<file path="src/fault_seq_pkg.sv">
`default_nettype none

package fault_seq_pkg;

    // ------------------------------------------------------------------
    // Clock
    // ------------------------------------------------------------------
    localparam int unsigned CLK_PERIOD_NS = 25;
    localparam int unsigned NS_PER_US = 1000;
    localparam int unsigned NS_PER_MS = 1000000;

    // Least time in ns to whole cycles, rounded up, never below one
    function automatic int unsigned ceil_cycles(input int unsigned t_ns);
        int unsigned c;
        c = (t_ns + CLK_PERIOD_NS - 1) / CLK_PERIOD_NS;
        return (c < 1) ? 1 : c;
    endfunction

    // Longest time in ns to whole cycles, rounded down, never below one
    function automatic int unsigned floor_cycles(input int unsigned t_ns);
        int unsigned c;
        c = t_ns / CLK_PERIOD_NS;
        return (c < 1) ? 1 : c;
    endfunction

    // ------------------------------------------------------------------
    // Timing constants
    // ------------------------------------------------------------------
    localparam int unsigned FAST_TRIP_RESPONSE_US = 1;
    localparam int unsigned FAST_TRIP_RESPONSE_CYC = floor_cycles(FAST_TRIP_RESPONSE_US * NS_PER_US);
    localparam int unsigned FAST_TRIP_HOLDOFF_US = 400;
    localparam int unsigned FAST_TRIP_HOLDOFF_CYC = ceil_cycles(FAST_TRIP_HOLDOFF_US * NS_PER_US);
    localparam int unsigned INPUT_SWITCH_TURN_ON_US = 100;
    localparam int unsigned INPUT_SWITCH_TURN_ON_CYC = ceil_cycles(INPUT_SWITCH_TURN_ON_US * NS_PER_US);
    localparam int unsigned UV_DEBOUNCE_MS = 16;
    localparam int unsigned UV_DEBOUNCE_CYC = ceil_cycles(UV_DEBOUNCE_MS * NS_PER_MS);
    localparam int unsigned BLANK_TIME_US = 1000;
    localparam int unsigned BLANK_TIME_CYC = ceil_cycles(BLANK_TIME_US * NS_PER_US);
    localparam int unsigned RETRY_DELAY_MS = 1000;
    localparam int unsigned RETRY_DELAY_CYC = ceil_cycles(RETRY_DELAY_MS * NS_PER_MS);
    localparam int unsigned SLOW_BACKFLOW_DEBOUNCE_US = 100;
    localparam int unsigned SLOW_BACKFLOW_DEBOUNCE_CYC = ceil_cycles(SLOW_BACKFLOW_DEBOUNCE_US * NS_PER_US);
    localparam int unsigned FAST_BACKFLOW_RESPONSE_US = 1;
    localparam int unsigned FAST_BACKFLOW_RESPONSE_CYC = ceil_cycles(FAST_BACKFLOW_RESPONSE_US * NS_PER_US);

    localparam int unsigned TIMER_W = 32;
    localparam logic [TIMER_W-1:0] TIMER_ZERO = 32'h0000_0000;
    localparam logic [TIMER_W-1:0] TIMER_STEP = 32'h0000_0001;

    // ------------------------------------------------------------------
    // Modes and states
    // ------------------------------------------------------------------
    typedef enum logic [1:0] {
        MODE_CONTINUOUS = 2'h0,
        MODE_LATCHOFF = 2'h1,
        MODE_AUTORETRY = 2'h2,
        MODE_AUTORETRY_ALT = 2'h3
    } limit_mode_t;

    // Gray codes along on -> hold -> retry -> latched -> thermal
    typedef enum logic [2:0] {
        ST_ON = 3'h0,
        ST_FAST_HOLD = 3'h1,
        ST_RETRY = 3'h3,
        ST_LATCHED = 3'h2,
        ST_THERMAL = 3'h6
    } seq_state_t;

    localparam logic CFG_TWO_OUTPUT = 1'h0;
    localparam logic CFG_FWD_REV = 1'h1;

endpackage : fault_seq_pkg

`default_nettype wire

</file>
<file path="src/interval_timer.sv">
`default_nettype none

// Counts cycles while run is high; restarts from zero whenever run drops
module interval_timer #(
    parameter int unsigned LEN = 1
) (
    input wire logic sys_clk,
    input wire logic rst_n,
    input wire logic run,
    output logic done
);

    typedef struct packed {
        logic [fault_seq_pkg::TIMER_W-1:0] count_r;
    } timer_state_t;

    localparam logic [fault_seq_pkg::TIMER_W-1:0] LEN_W = LEN[fault_seq_pkg::TIMER_W-1:0];

    timer_state_t st_r;
    timer_state_t st_nxt;

    // Saturating count, cleared when the condition goes away
    always_comb begin
        st_nxt = st_r;
        if (!run) begin
            st_nxt.count_r = fault_seq_pkg::TIMER_ZERO;
        end else if (st_r.count_r != LEN_W) begin
            st_nxt.count_r = st_r.count_r + fault_seq_pkg::TIMER_STEP;
        end
    end

    always_ff @(posedge sys_clk) begin
        if (!rst_n) begin
            st_r <= '0;
        end else begin
            st_r <= st_nxt;
        end
    end

    assign done = run && (st_r.count_r == LEN_W);

endmodule // interval_timer

`default_nettype wire

</file>
<file path="src/open_drain_driver.sv">
`default_nettype none

// Active-low open-drain pin: pulls low while the fault is asserted
module open_drain_driver (
    input wire logic sys_clk,
    input wire logic rst_n,
    input wire logic fault,
    output logic pin_o,
    output logic pin_oe
);

    typedef struct packed {
        logic oe_r;
    } od_state_t;

    od_state_t st_r;
    od_state_t st_nxt;

    // Drive enable follows the fault one cycle later
    always_comb begin
        st_nxt = st_r;
        st_nxt.oe_r = fault;
    end

    always_ff @(posedge sys_clk) begin
        if (!rst_n) begin
            st_r <= '0;
        end else begin
            st_r <= st_nxt;
        end
    end

    assign pin_o = 1'b0; // Only ever pulls low; pull-up is external
    assign pin_oe = st_r.oe_r;

endmodule // open_drain_driver

`default_nettype wire

</file>
<file path="src/protection_fault_sequencer.sv">
`default_nettype none

// Function
// Latch-off mode: overcurrent starts the blanking timer immediately.
// Overcurrent clearing before blanking ends resets timer, no fault shown.
// Latch-off: blanking expiry or thermal trip latches output switch off, alerts.
// Only enable toggle or supply cycle releases the latch.
// Fast-trip current turns off only the output switch within 1 us.
// After fast trip wait 400 us, then output switch back on.
// Reverse blocking is a build option; disabled means no reverse fault.
// Slow backflow for debounce time: input switch off, reverse fault.
// Fast backflow for short response time: input switch off, reverse fault.
// Backflow gone: input switch back on, fault clears after 100 us.
// Two-output config: fault alert low on any listed fault source.
// Supply-window alert low below under-voltage or above over-voltage.
// Under-voltage fault releases only 16 ms after recovery; code debounces only the power-up recovery, later ones release at once.
// Under-voltage debounce only at power-up; alert held at least 16 ms.
// Forward/reverse config: forward alert and backflow alert split.
// Both alerts are open-drain, active low, with external pull-ups.
// Thermal trip turns device off and asserts the fault alert; code turns off only the output switch, input switch stays on.
// Thermal recovery after hysteresis, except latch-off stays latched.
// Autoretry: after thermal recovery wait full retry delay.
// Continuous: switch off only while over temperature, on at once.
// Thermal protection has no blanking or debounce.
// Mode select input chooses latch-off, continuous or autoretry.
// Autoretry: fault holds output off for retry delay, then restart.
// All intervals are clock counters with parameter lengths.
// Fault alert holds until every contributing source clears.
module protection_fault_sequencer #(
    parameter logic REVERSE_BLOCK_EN = 1'b1,
    parameter int unsigned BLANK_CYC = fault_seq_pkg::BLANK_TIME_CYC,
    parameter int unsigned FAST_HOLDOFF_CYC = fault_seq_pkg::FAST_TRIP_HOLDOFF_CYC,
    parameter int unsigned RETRY_CYC = fault_seq_pkg::RETRY_DELAY_CYC,
    parameter int unsigned SLOW_BACKFLOW_CYC = fault_seq_pkg::SLOW_BACKFLOW_DEBOUNCE_CYC,
    parameter int unsigned FAST_BACKFLOW_CYC = fault_seq_pkg::FAST_BACKFLOW_RESPONSE_CYC,
    parameter int unsigned INPUT_ON_CYC = fault_seq_pkg::INPUT_SWITCH_TURN_ON_CYC,
    parameter int unsigned UV_CYC = fault_seq_pkg::UV_DEBOUNCE_CYC
) (
    input wire logic sys_clk,
    input wire logic rst_n,
    input wire logic enable,
    input wire logic [1:0] limit_mode_select,
    input wire logic output_config,
    input wire logic overcurrent,
    input wire logic fast_trip_current,
    input wire logic startup_oc_fault,
    input wire logic thermal_trip_temp,
    input wire logic thermal_hysteresis,
    input wire logic slow_backflow_threshold,
    input wire logic fast_backflow_threshold,
    input wire logic limit_set_resistor_low,
    input wire logic undervoltage_lockout,
    input wire logic overvoltage_lockout,
    output logic input_switch,
    output logic output_switch,
    output logic primary_alert_n_o,
    output logic primary_alert_n_oe,
    output logic secondary_alert_n_o,
    output logic secondary_alert_n_oe
);

    // ------------------------------------------------------------------
    // State
    // ------------------------------------------------------------------
    typedef struct packed {
        fault_seq_pkg::seq_state_t state_r;
        logic oc_fault_r;
        logic thermal_r;
        logic rev_fault_r;
        logic uv_done_r;
        logic in_sw_r;
        logic out_sw_r;
    } seq_regs_t;

    seq_regs_t st_r;
    seq_regs_t st_nxt;

    fault_seq_pkg::limit_mode_t mode;
    logic is_latchoff;
    logic is_autoretry;
    logic blank_run;
    logic blank_done;
    logic hold_run;
    logic hold_done;
    logic retry_run;
    logic retry_done;
    logic slow_bf_run;
    logic slow_bf_done;
    logic fast_bf_run;
    logic fast_bf_done;
    logic bf_present;
    logic settle_run;
    logic settle_done;
    logic uv_run;
    logic uv_done;
    logic thermal_now;
    logic fault_any;
    logic supply_fault;
    logic primary_fault;
    logic secondary_fault;

    // ------------------------------------------------------------------
    // Mode decode
    // ------------------------------------------------------------------
    // Three-state select arrives pre-decoded as a two-bit code
    assign mode = fault_seq_pkg::limit_mode_t'(limit_mode_select);
    assign is_latchoff = (mode == fault_seq_pkg::MODE_LATCHOFF);
    assign is_autoretry = (mode == fault_seq_pkg::MODE_AUTORETRY) ||
                          (mode == fault_seq_pkg::MODE_AUTORETRY_ALT);

    // Thermal trip acts in the same cycle it is seen
    assign thermal_now = thermal_trip_temp || st_r.thermal_r;

    // ------------------------------------------------------------------
    // Interval timers
    // ------------------------------------------------------------------
    // Blanking runs only while on and overcurrent persists
    assign blank_run = enable && (st_r.state_r == fault_seq_pkg::ST_ON) && overcurrent &&
                       !fast_trip_current;
    assign hold_run = (st_r.state_r == fault_seq_pkg::ST_FAST_HOLD);
    assign retry_run = (st_r.state_r == fault_seq_pkg::ST_RETRY);
    assign bf_present = slow_backflow_threshold || fast_backflow_threshold;
    assign slow_bf_run = REVERSE_BLOCK_EN && slow_backflow_threshold;
    assign fast_bf_run = REVERSE_BLOCK_EN && fast_backflow_threshold;
    assign settle_run = st_r.rev_fault_r && !bf_present;
    assign uv_run = !undervoltage_lockout && !st_r.uv_done_r;

    interval_timer #(.LEN(BLANK_CYC)) u_blank (
        .sys_clk(sys_clk),
        .rst_n(rst_n),
        .run(blank_run),
        .done(blank_done)
    );

    interval_timer #(.LEN(FAST_HOLDOFF_CYC)) u_fast_hold (
        .sys_clk(sys_clk),
        .rst_n(rst_n),
        .run(hold_run),
        .done(hold_done)
    );

    interval_timer #(.LEN(RETRY_CYC)) u_retry (
        .sys_clk(sys_clk),
        .rst_n(rst_n),
        .run(retry_run),
        .done(retry_done)
    );

    interval_timer #(.LEN(SLOW_BACKFLOW_CYC)) u_slow_bf (
        .sys_clk(sys_clk),
        .rst_n(rst_n),
        .run(slow_bf_run),
        .done(slow_bf_done)
    );

    interval_timer #(.LEN(FAST_BACKFLOW_CYC)) u_fast_bf (
        .sys_clk(sys_clk),
        .rst_n(rst_n),
        .run(fast_bf_run),
        .done(fast_bf_done)
    );

    interval_timer #(.LEN(INPUT_ON_CYC)) u_settle (
        .sys_clk(sys_clk),
        .rst_n(rst_n),
        .run(settle_run),
        .done(settle_done)
    );

    interval_timer #(.LEN(UV_CYC)) u_uv (
        .sys_clk(sys_clk),
        .rst_n(rst_n),
        .run(uv_run),
        .done(uv_done)
    );

    // ------------------------------------------------------------------
    // Sequencer
    // ------------------------------------------------------------------
    // Next-state logic for the output switch, faults and flags
    always_comb begin
        st_nxt = st_r;

        // Thermal flag with hysteresis: set at trip, clear once cooled
        if (thermal_trip_temp) begin
            st_nxt.thermal_r = 1'b1;
        end else if (thermal_hysteresis) begin
            st_nxt.thermal_r = 1'b0;
        end

        case (st_r.state_r)
            fault_seq_pkg::ST_ON: begin
                if (thermal_now) begin
                    st_nxt.state_r = is_latchoff ? fault_seq_pkg::ST_LATCHED
                                                 : fault_seq_pkg::ST_THERMAL;
                end else if (fast_trip_current) begin
                    st_nxt.state_r = fault_seq_pkg::ST_FAST_HOLD;
                end else if (blank_done) begin
                    st_nxt.oc_fault_r = 1'b1;
                    if (is_latchoff) begin
                        st_nxt.state_r = fault_seq_pkg::ST_LATCHED;
                    end else if (is_autoretry) begin
                        st_nxt.state_r = fault_seq_pkg::ST_RETRY;
                    end
                end else if (!overcurrent) begin
                    st_nxt.oc_fault_r = 1'b0;
                end
            end
            fault_seq_pkg::ST_FAST_HOLD: begin
                if (thermal_now) begin
                    st_nxt.state_r = is_latchoff ? fault_seq_pkg::ST_LATCHED
                                                 : fault_seq_pkg::ST_THERMAL;
                end else if (hold_done) begin
                    st_nxt.state_r = fault_seq_pkg::ST_ON;
                end
            end
            fault_seq_pkg::ST_RETRY: begin
                if (thermal_now) begin
                    st_nxt.state_r = fault_seq_pkg::ST_THERMAL;
                end else if (retry_done) begin
                    st_nxt.state_r = fault_seq_pkg::ST_ON;
                end
            end
            fault_seq_pkg::ST_THERMAL: begin
                if (!thermal_now) begin
                    st_nxt.state_r = is_autoretry ? fault_seq_pkg::ST_RETRY
                                                  : fault_seq_pkg::ST_ON;
                end
            end
            fault_seq_pkg::ST_LATCHED: begin
                st_nxt.state_r = fault_seq_pkg::ST_LATCHED;
            end
            default: begin
                st_nxt.state_r = fault_seq_pkg::ST_ON;
            end
        endcase

        // Enable low clears the latch and the overcurrent fault
        if (!enable) begin
            st_nxt.state_r = fault_seq_pkg::ST_ON;
            st_nxt.oc_fault_r = 1'b0;
        end

        // Output switch only conducts in the on state and while enabled
        st_nxt.out_sw_r = enable && (st_nxt.state_r == fault_seq_pkg::ST_ON) &&
                          !thermal_trip_temp && !fast_trip_current;

        // Backflow fault: either detector, cleared after the settle time
        if (slow_bf_done || fast_bf_done) begin
            st_nxt.rev_fault_r = 1'b1;
        end else if (settle_done) begin
            st_nxt.rev_fault_r = 1'b0;
        end
        if (!REVERSE_BLOCK_EN) begin
            st_nxt.rev_fault_r = 1'b0;
        end
        st_nxt.in_sw_r = enable && !(st_nxt.rev_fault_r && bf_present);

        // Power-up under-voltage debounce, sticky once elapsed
        if (uv_done) begin
            st_nxt.uv_done_r = 1'b1;
        end
    end

    always_ff @(posedge sys_clk) begin
        if (!rst_n) begin
            st_r <= '0;
        end else begin
            st_r <= st_nxt;
        end
    end

    // ------------------------------------------------------------------
    // Fault outputs
    // ------------------------------------------------------------------
    // Any source keeps the alert asserted until all have cleared
    assign fault_any = st_r.oc_fault_r || startup_oc_fault || st_r.thermal_r ||
                       thermal_trip_temp || limit_set_resistor_low ||
                       (st_r.state_r == fault_seq_pkg::ST_LATCHED);
    assign supply_fault = undervoltage_lockout || overvoltage_lockout || !st_r.uv_done_r;

    // Pin routing depends on the output configuration
    assign primary_fault = (output_config == fault_seq_pkg::CFG_TWO_OUTPUT) ?
                           (fault_any || st_r.rev_fault_r) : fault_any;
    assign secondary_fault = (output_config == fault_seq_pkg::CFG_TWO_OUTPUT) ?
                             supply_fault : st_r.rev_fault_r;

    open_drain_driver u_primary (
        .sys_clk(sys_clk),
        .rst_n(rst_n),
        .fault(primary_fault),
        .pin_o(primary_alert_n_o),
        .pin_oe(primary_alert_n_oe)
    );

    open_drain_driver u_secondary (
        .sys_clk(sys_clk),
        .rst_n(rst_n),
        .fault(secondary_fault),
        .pin_o(secondary_alert_n_o),
        .pin_oe(secondary_alert_n_oe)
    );

    assign input_switch = st_r.in_sw_r;
    assign output_switch = st_r.out_sw_r;

endmodule // protection_fault_sequencer

`default_nettype wire

</file>
<file path="config.mk">
export PLATFORM = sky130hd
export DESIGN_NAME = protection_fault_sequencer
export DESIGN_NICKNAME = d
export VERILOG_FILES = /design/src/fault_seq_pkg.sv /design/src/interval_timer.sv /design/src/open_drain_driver.sv /design/src/protection_fault_sequencer.sv
export SDC_FILE = /design/constraint.sdc
export NUM_CORES = 1
export LEC_CHECK = 0
export BUFFER_PORTS_ARGS = -buffer_cell sky130_fd_sc_hd__buf_4
export CAP_MARGIN = 0
export CELL_PAD_IN_SITES_DETAIL_PLACEMENT = 2
export CELL_PAD_IN_SITES_GLOBAL_PLACEMENT = 2
export CORE_MARGIN = 2
export CORE_UTILIZATION = 44
export CTS_BUF_LIST = sky130_fd_sc_hd__clkbuf_8
export CTS_CLUSTER_SIZE = 40
export DETAILED_ROUTE_END_ITERATION = 10
export PLACE_DENSITY = 0.93
export SLEW_MARGIN = 20
export SYNTH_ARGS = -nofsm -noshare
export SYNTH_HDL_FRONTEND = slang
export SYNTH_SLANG_ARGS = --single-unit
</file>
<file path="constraint.sdc">
create_clock -name sys_clk -period 4.7 [get_ports sys_clk]
set_clock_uncertainty 0.05 [all_clocks]
set_input_delay 0.47 -clock sys_clk [delete_from_list [all_inputs] [get_ports sys_clk]]
set_output_delay 0.47 -clock sys_clk [all_outputs]
set_load 0.01 [all_outputs]
</file>
==> impl_metrics.xml <==
<?xml version="1.0" encoding="UTF-8"?>
<metrics>
  <group name="outcome">
    <metric name="status" unit="">completed</metric>
  </group>
  <group name="drt">
    <metric name="drc" unit="">0</metric>
    <metric name="route.vias.total" unit="">10600</metric>
    <metric name="route.detailed.wl_per_inst" unit="µm">26.9</metric>
    <metric name="drt-total-wl" unit="mm">45.6</metric>
    <metric name="dr_vias_cell" unit="">6.22</metric>
    <metric name="drt_iter0_drc" unit="">658</metric>
    <metric name="drt_pre_antenna_iters" unit="">5</metric>
    <metric name="postRouteAntennaNets" unit="">0</metric>
  </group>
  <group name="power_and_ir_drop">
    <metric name="pwr_density_cell" unit="nW/µm²">333</metric>
    <metric name="design_power_total" unit="mW">4.13</metric>
    <metric name="power.leakage" unit="nW">3.82</metric>
    <metric name="max-vdd-ir-drop" unit="µV">246</metric>
  </group>
  <group name="die">
    <metric name="dieArea" unit="µm²">26600</metric>
    <metric name="die_width" unit="µm">163</metric>
    <metric name="core-area" unit="µm²">25000</metric>
    <metric name="initial_utilization" unit="%">44.5</metric>
    <metric name="fp.dieH" unit="µm">163</metric>
    <metric name="i_o_pin_count" unit="">22</metric>
    <metric name="placement_rows" unit="">58</metric>
  </group>
  <group name="global_routing">
    <metric name="antenna_found_initial" unit="">0</metric>
    <metric name="total_grt_overflow" unit="">0</metric>
    <metric name="grt_start_max_net_pins" unit="">33</metric>
    <metric name="groute.usage.overall" unit="%">34.3</metric>
    <metric name="first_global_vias" unit="">11900</metric>
    <metric name="grt_pass1_wl" unit="mm">71.5</metric>
  </group>
  <group name="synth">
    <metric name="synth-adder-area-share" unit="%">1.57</metric>
    <metric name="yosys.area_share.xor_xnor" unit="%">14.1</metric>
    <metric name="muxShareOfSynthArea" unit="%">0.539</metric>
    <metric name="synth.distinct_cells" unit="">51</metric>
    <metric name="synthMostInstantiatedCell" unit="">dfxtp_1</metric>
    <metric name="synth_top_flop_cell" unit="">dfxtp_1</metric>
    <metric name="synth-async-reset-ratio" unit="%">0</metric>
    <metric name="post_synth_main_area_contributors" unit="">dfxtp_1 (42%), xnor2_1 (7.5%), nor2_1 (7.1%)</metric>
    <metric name="synth.ff_latch_count" unit="">235</metric>
    <metric name="synthesis.yosys.warnings" unit="">0</metric>
    <metric name="synth_seq_area_share" unit="%">42.2</metric>
    <metric name="synth_area_in_compound_gates" unit="%">4.34</metric>
    <metric name="post_synth_inst_count" unit="">1322</metric>
    <metric name="synth_top_area_share" unit="%">42.2</metric>
    <metric name="simple_gate_share_of_the_synthesized_area" unit="%">33.7</metric>
    <metric name="synth_area_leader_cell" unit="">dfxtp_1</metric>
    <metric name="synth_top_family_by_area" unit="">simple AND/OR/NAND/NOR gates</metric>
    <metric name="syn-cell-area" unit="µm²">11100</metric>
    <metric name="synth_area_per_cell" unit="µm²">8.43</metric>
    <metric name="synth_enable_flop_cells" unit="">0</metric>
    <metric name="synth_common_cells" unit="">dfxtp_1 (235), nor2_1 (212), xnor2_1 (95)</metric>
  </group>
  <group name="placement">
    <metric name="dp_cells" unit="">1622</metric>
    <metric name="io_buffers" unit="">19</metric>
    <metric name="placed_cell_area" unit="µm²">11500</metric>
    <metric name="post-place-ws" unit="ns">1.75</metric>
    <metric name="finalWeightedCongestion" unit="">0.787</metric>
    <metric name="dp.final_hpwl" unit="mm">24.0</metric>
  </group>
  <group name="min_path">
    <metric name="hold_path_class" unit="">in -&gt; reg</metric>
  </group>
  <group name="sta">
    <metric name="relative_slew_slack" unit="%">23.8</metric>
    <metric name="finalWorstSetupSlack" unit="ns">1.82</metric>
    <metric name="max_freq" unit="MHz">348</metric>
    <metric name="worstMarginPinSlew" unit="ns">1.13</metric>
    <metric name="finalMaxSlewViolations" unit="">0</metric>
    <metric name="min_period_over_period" unit="%">61.2</metric>
    <metric name="setup_violations" unit="">0</metric>
    <metric name="post_route_setup_tns" unit="ns">0</metric>
    <metric name="timing.final.hold_violations" unit="">0</metric>
    <metric name="rsz0062_at_grt" unit="">false</metric>
    <metric name="finalWorstPathRequiredPeriod" unit="ns">2.88</metric>
    <metric name="fin_hold_ws" unit="ns">0.0923</metric>
  </group>
  <group name="final_layout">
    <metric name="flow.area_growth_from_synthesis" unit="%">11.1</metric>
    <metric name="nets" unit="">1367</metric>
    <metric name="diodes" unit="">0</metric>
    <metric name="final_area" unit="µm²">12400</metric>
    <metric name="postLayoutCoreUtil" unit="%">49.5</metric>
    <metric name="drive_gt1_share" unit="%">7.52</metric>
    <metric name="layoutNonFillerInstCount" unit="">1699</metric>
  </group>
  <group name="critical_path">
    <metric name="slowest_delay" unit="ns">0.59</metric>
    <metric name="timing.critical_path.max_delay_family" unit="">simple AND/OR/NAND/NOR gates</metric>
    <metric name="timing.critical_path.cells" unit="">nor3_1 &gt; nand2_1 &gt; nor3b_1 &gt; nand2_2 &gt; a21oi_1</metric>
    <metric name="crit_arrival" unit="ns">3.28</metric>
    <metric name="critPathMaxFanout" unit="">32</metric>
    <metric name="worst_setup_path_end_kind" unit="">flip-flop</metric>
    <metric name="timing_worst_setup_path_type" unit="">reg -&gt; reg</metric>
    <metric name="cp_data_required_time" unit="ns">5.10</metric>
    <metric name="cell_with_the_largest_stage_delay_on_the_worst_path" unit="">nor3_1</metric>
    <metric name="startpoint_type" unit="">flip-flop</metric>
    <metric name="cp_num_buf_inv" unit="">0</metric>
  </group>
  <group name="cts">
    <metric name="cts_buffers" unit="">43</metric>
    <metric name="cts.clk_slew.worst_paths" unit="ns">0.07</metric>
    <metric name="cts.htree.levels" unit="">2</metric>
    <metric name="postCtsSetupRepairBufs" unit="">0</metric>
    <metric name="post_cts_hold_buffer_count" unit="">0</metric>
    <metric name="cts_max_path_buffers" unit="">3</metric>
    <metric name="cts.repair.resized" unit="">0</metric>
    <metric name="clock_tree_from_tritoncts" unit="">done</metric>
    <metric name="cts_root_buf" unit="">clkbuf_8</metric>
    <metric name="insertion_delay" unit="ns">0.57</metric>
    <metric name="tritoncts_num_sinks" unit="">235</metric>
  </group>
  <group name="run">
    <metric name="max_cap_viols" unit="">0</metric>
  </group>
</metrics>
## per-layer routing
metal / up-vias / global-route usage (%) / part of all wire, %
met5: - / 0 / 0
met4: 0 / 16.3 / 4.8
met3: 155 / 5.69 / 4.0
met2: 323 / 62.4 / 52
met1: 5415 / 39.0 / 39
li1: 4683 / - / -
## worst paths after layout
| check | from | to | slack [ns] | cells past startpoint |
|---|---|---|---|---|
| min reg2reg | st_r[5] | st_r[5] | 0.48 | 2 |
| max | st_r[6] | u_blank.st_r[31] | 1.82 | 5 |
| max reg2reg | st_r[6] | u_blank.st_r[31] | 1.82 | 5 |
| min | output_config | u_secondary.pin_oe | 0.09 | 2 |
## where the power goes
part           switching [mW]  internal, mW
logic                  0.0592        0.0260
clock network           0.969          1.06
registers              0.0119          2.00
## placed cells by master, fill, tap and decap left out, types with 3 or more instances in the layout
| cell type | Yosys | final |
|---|---|---|
| nor4_2 | 9 | 9 |
| nand4_1 | 75 | 75 |
| nand2b_1 | 8 | 8 |
| ha_1 | 14 | 14 |
| a21oi_1 | 43 | 43 |
| nor2b_1 | 3 | 3 |
| clkbuf_8 | 0 | 56 |
| o21ai_0 | 11 | 11 |
| and2_1 | 4 | 4 |
| buf_4 | 2 | 21 |
| xor2_1 | 85 | 85 |
| nand2_1 | 69 | 66 |
| o21ai_1 | 20 | 20 |
| nand3_1 | 83 | 83 |
| or3b_1 | 5 | 5 |
| or3_1 | 31 | 30 |
| mux2i_1 | 6 | 6 |
| nor3_1 | 43 | 43 |
| a31oi_1 | 3 | 3 |
| or2_1 | 3 | 3 |
| inv_1 | 45 | 63 |
| and4_1 | 29 | 29 |
| dfxtp_1 | 235 | 235 |
| nor4_1 | 52 | 51 |
| o211ai_1 | 3 | 3 |
| and3_1 | 32 | 32 |
| nor2_1 | 212 | 212 |
| nor4b_1 | 19 | 19 |
| nor3b_1 | 3 | 3 |
| or4_1 | 6 | 5 |
| clkinv_2 | 0 | 3 |
| xnor2_1 | 95 | 95 |
| nand2_2 | 0 | 3 |
| o31ai_1 | 3 | 3 |
## sequential cells by signal (all words and copies together) (netlist names)
| name | flops |
|---|---|
| input_switch | 1 |
| output_switch | 1 |
| st_r | 7 |
| u_blank.st_r | 32 |
| u_fast_bf.st_r | 32 |
| u_fast_hold.st_r | 32 |
| u_primary.pin_oe | 1 |
| u_retry.st_r | 32 |
| u_secondary.pin_oe | 1 |
| u_settle.st_r | 32 |
| u_slow_bf.st_r | 32 |
| u_uv.st_r | 32 |
## final cells by class
cell class,instances,area (µm²)
fill,2728,12700
multi-input combinational,990,6080
sequential,235,4700
clock buffer,56,771
tap,330,413
inverter,46,173
timing repair buffer,21,158
clock inverter,21,82.6
## cells by family after synthesis
family          after synthesis
mux                           6
buf+inv                      98
flops                       235
compound gates               89
xor+xnor                    180
other cells                   1
simple gates                699
fa+ha+maj                    14
No activity file was read; power rests on OpenSTA's default activity.
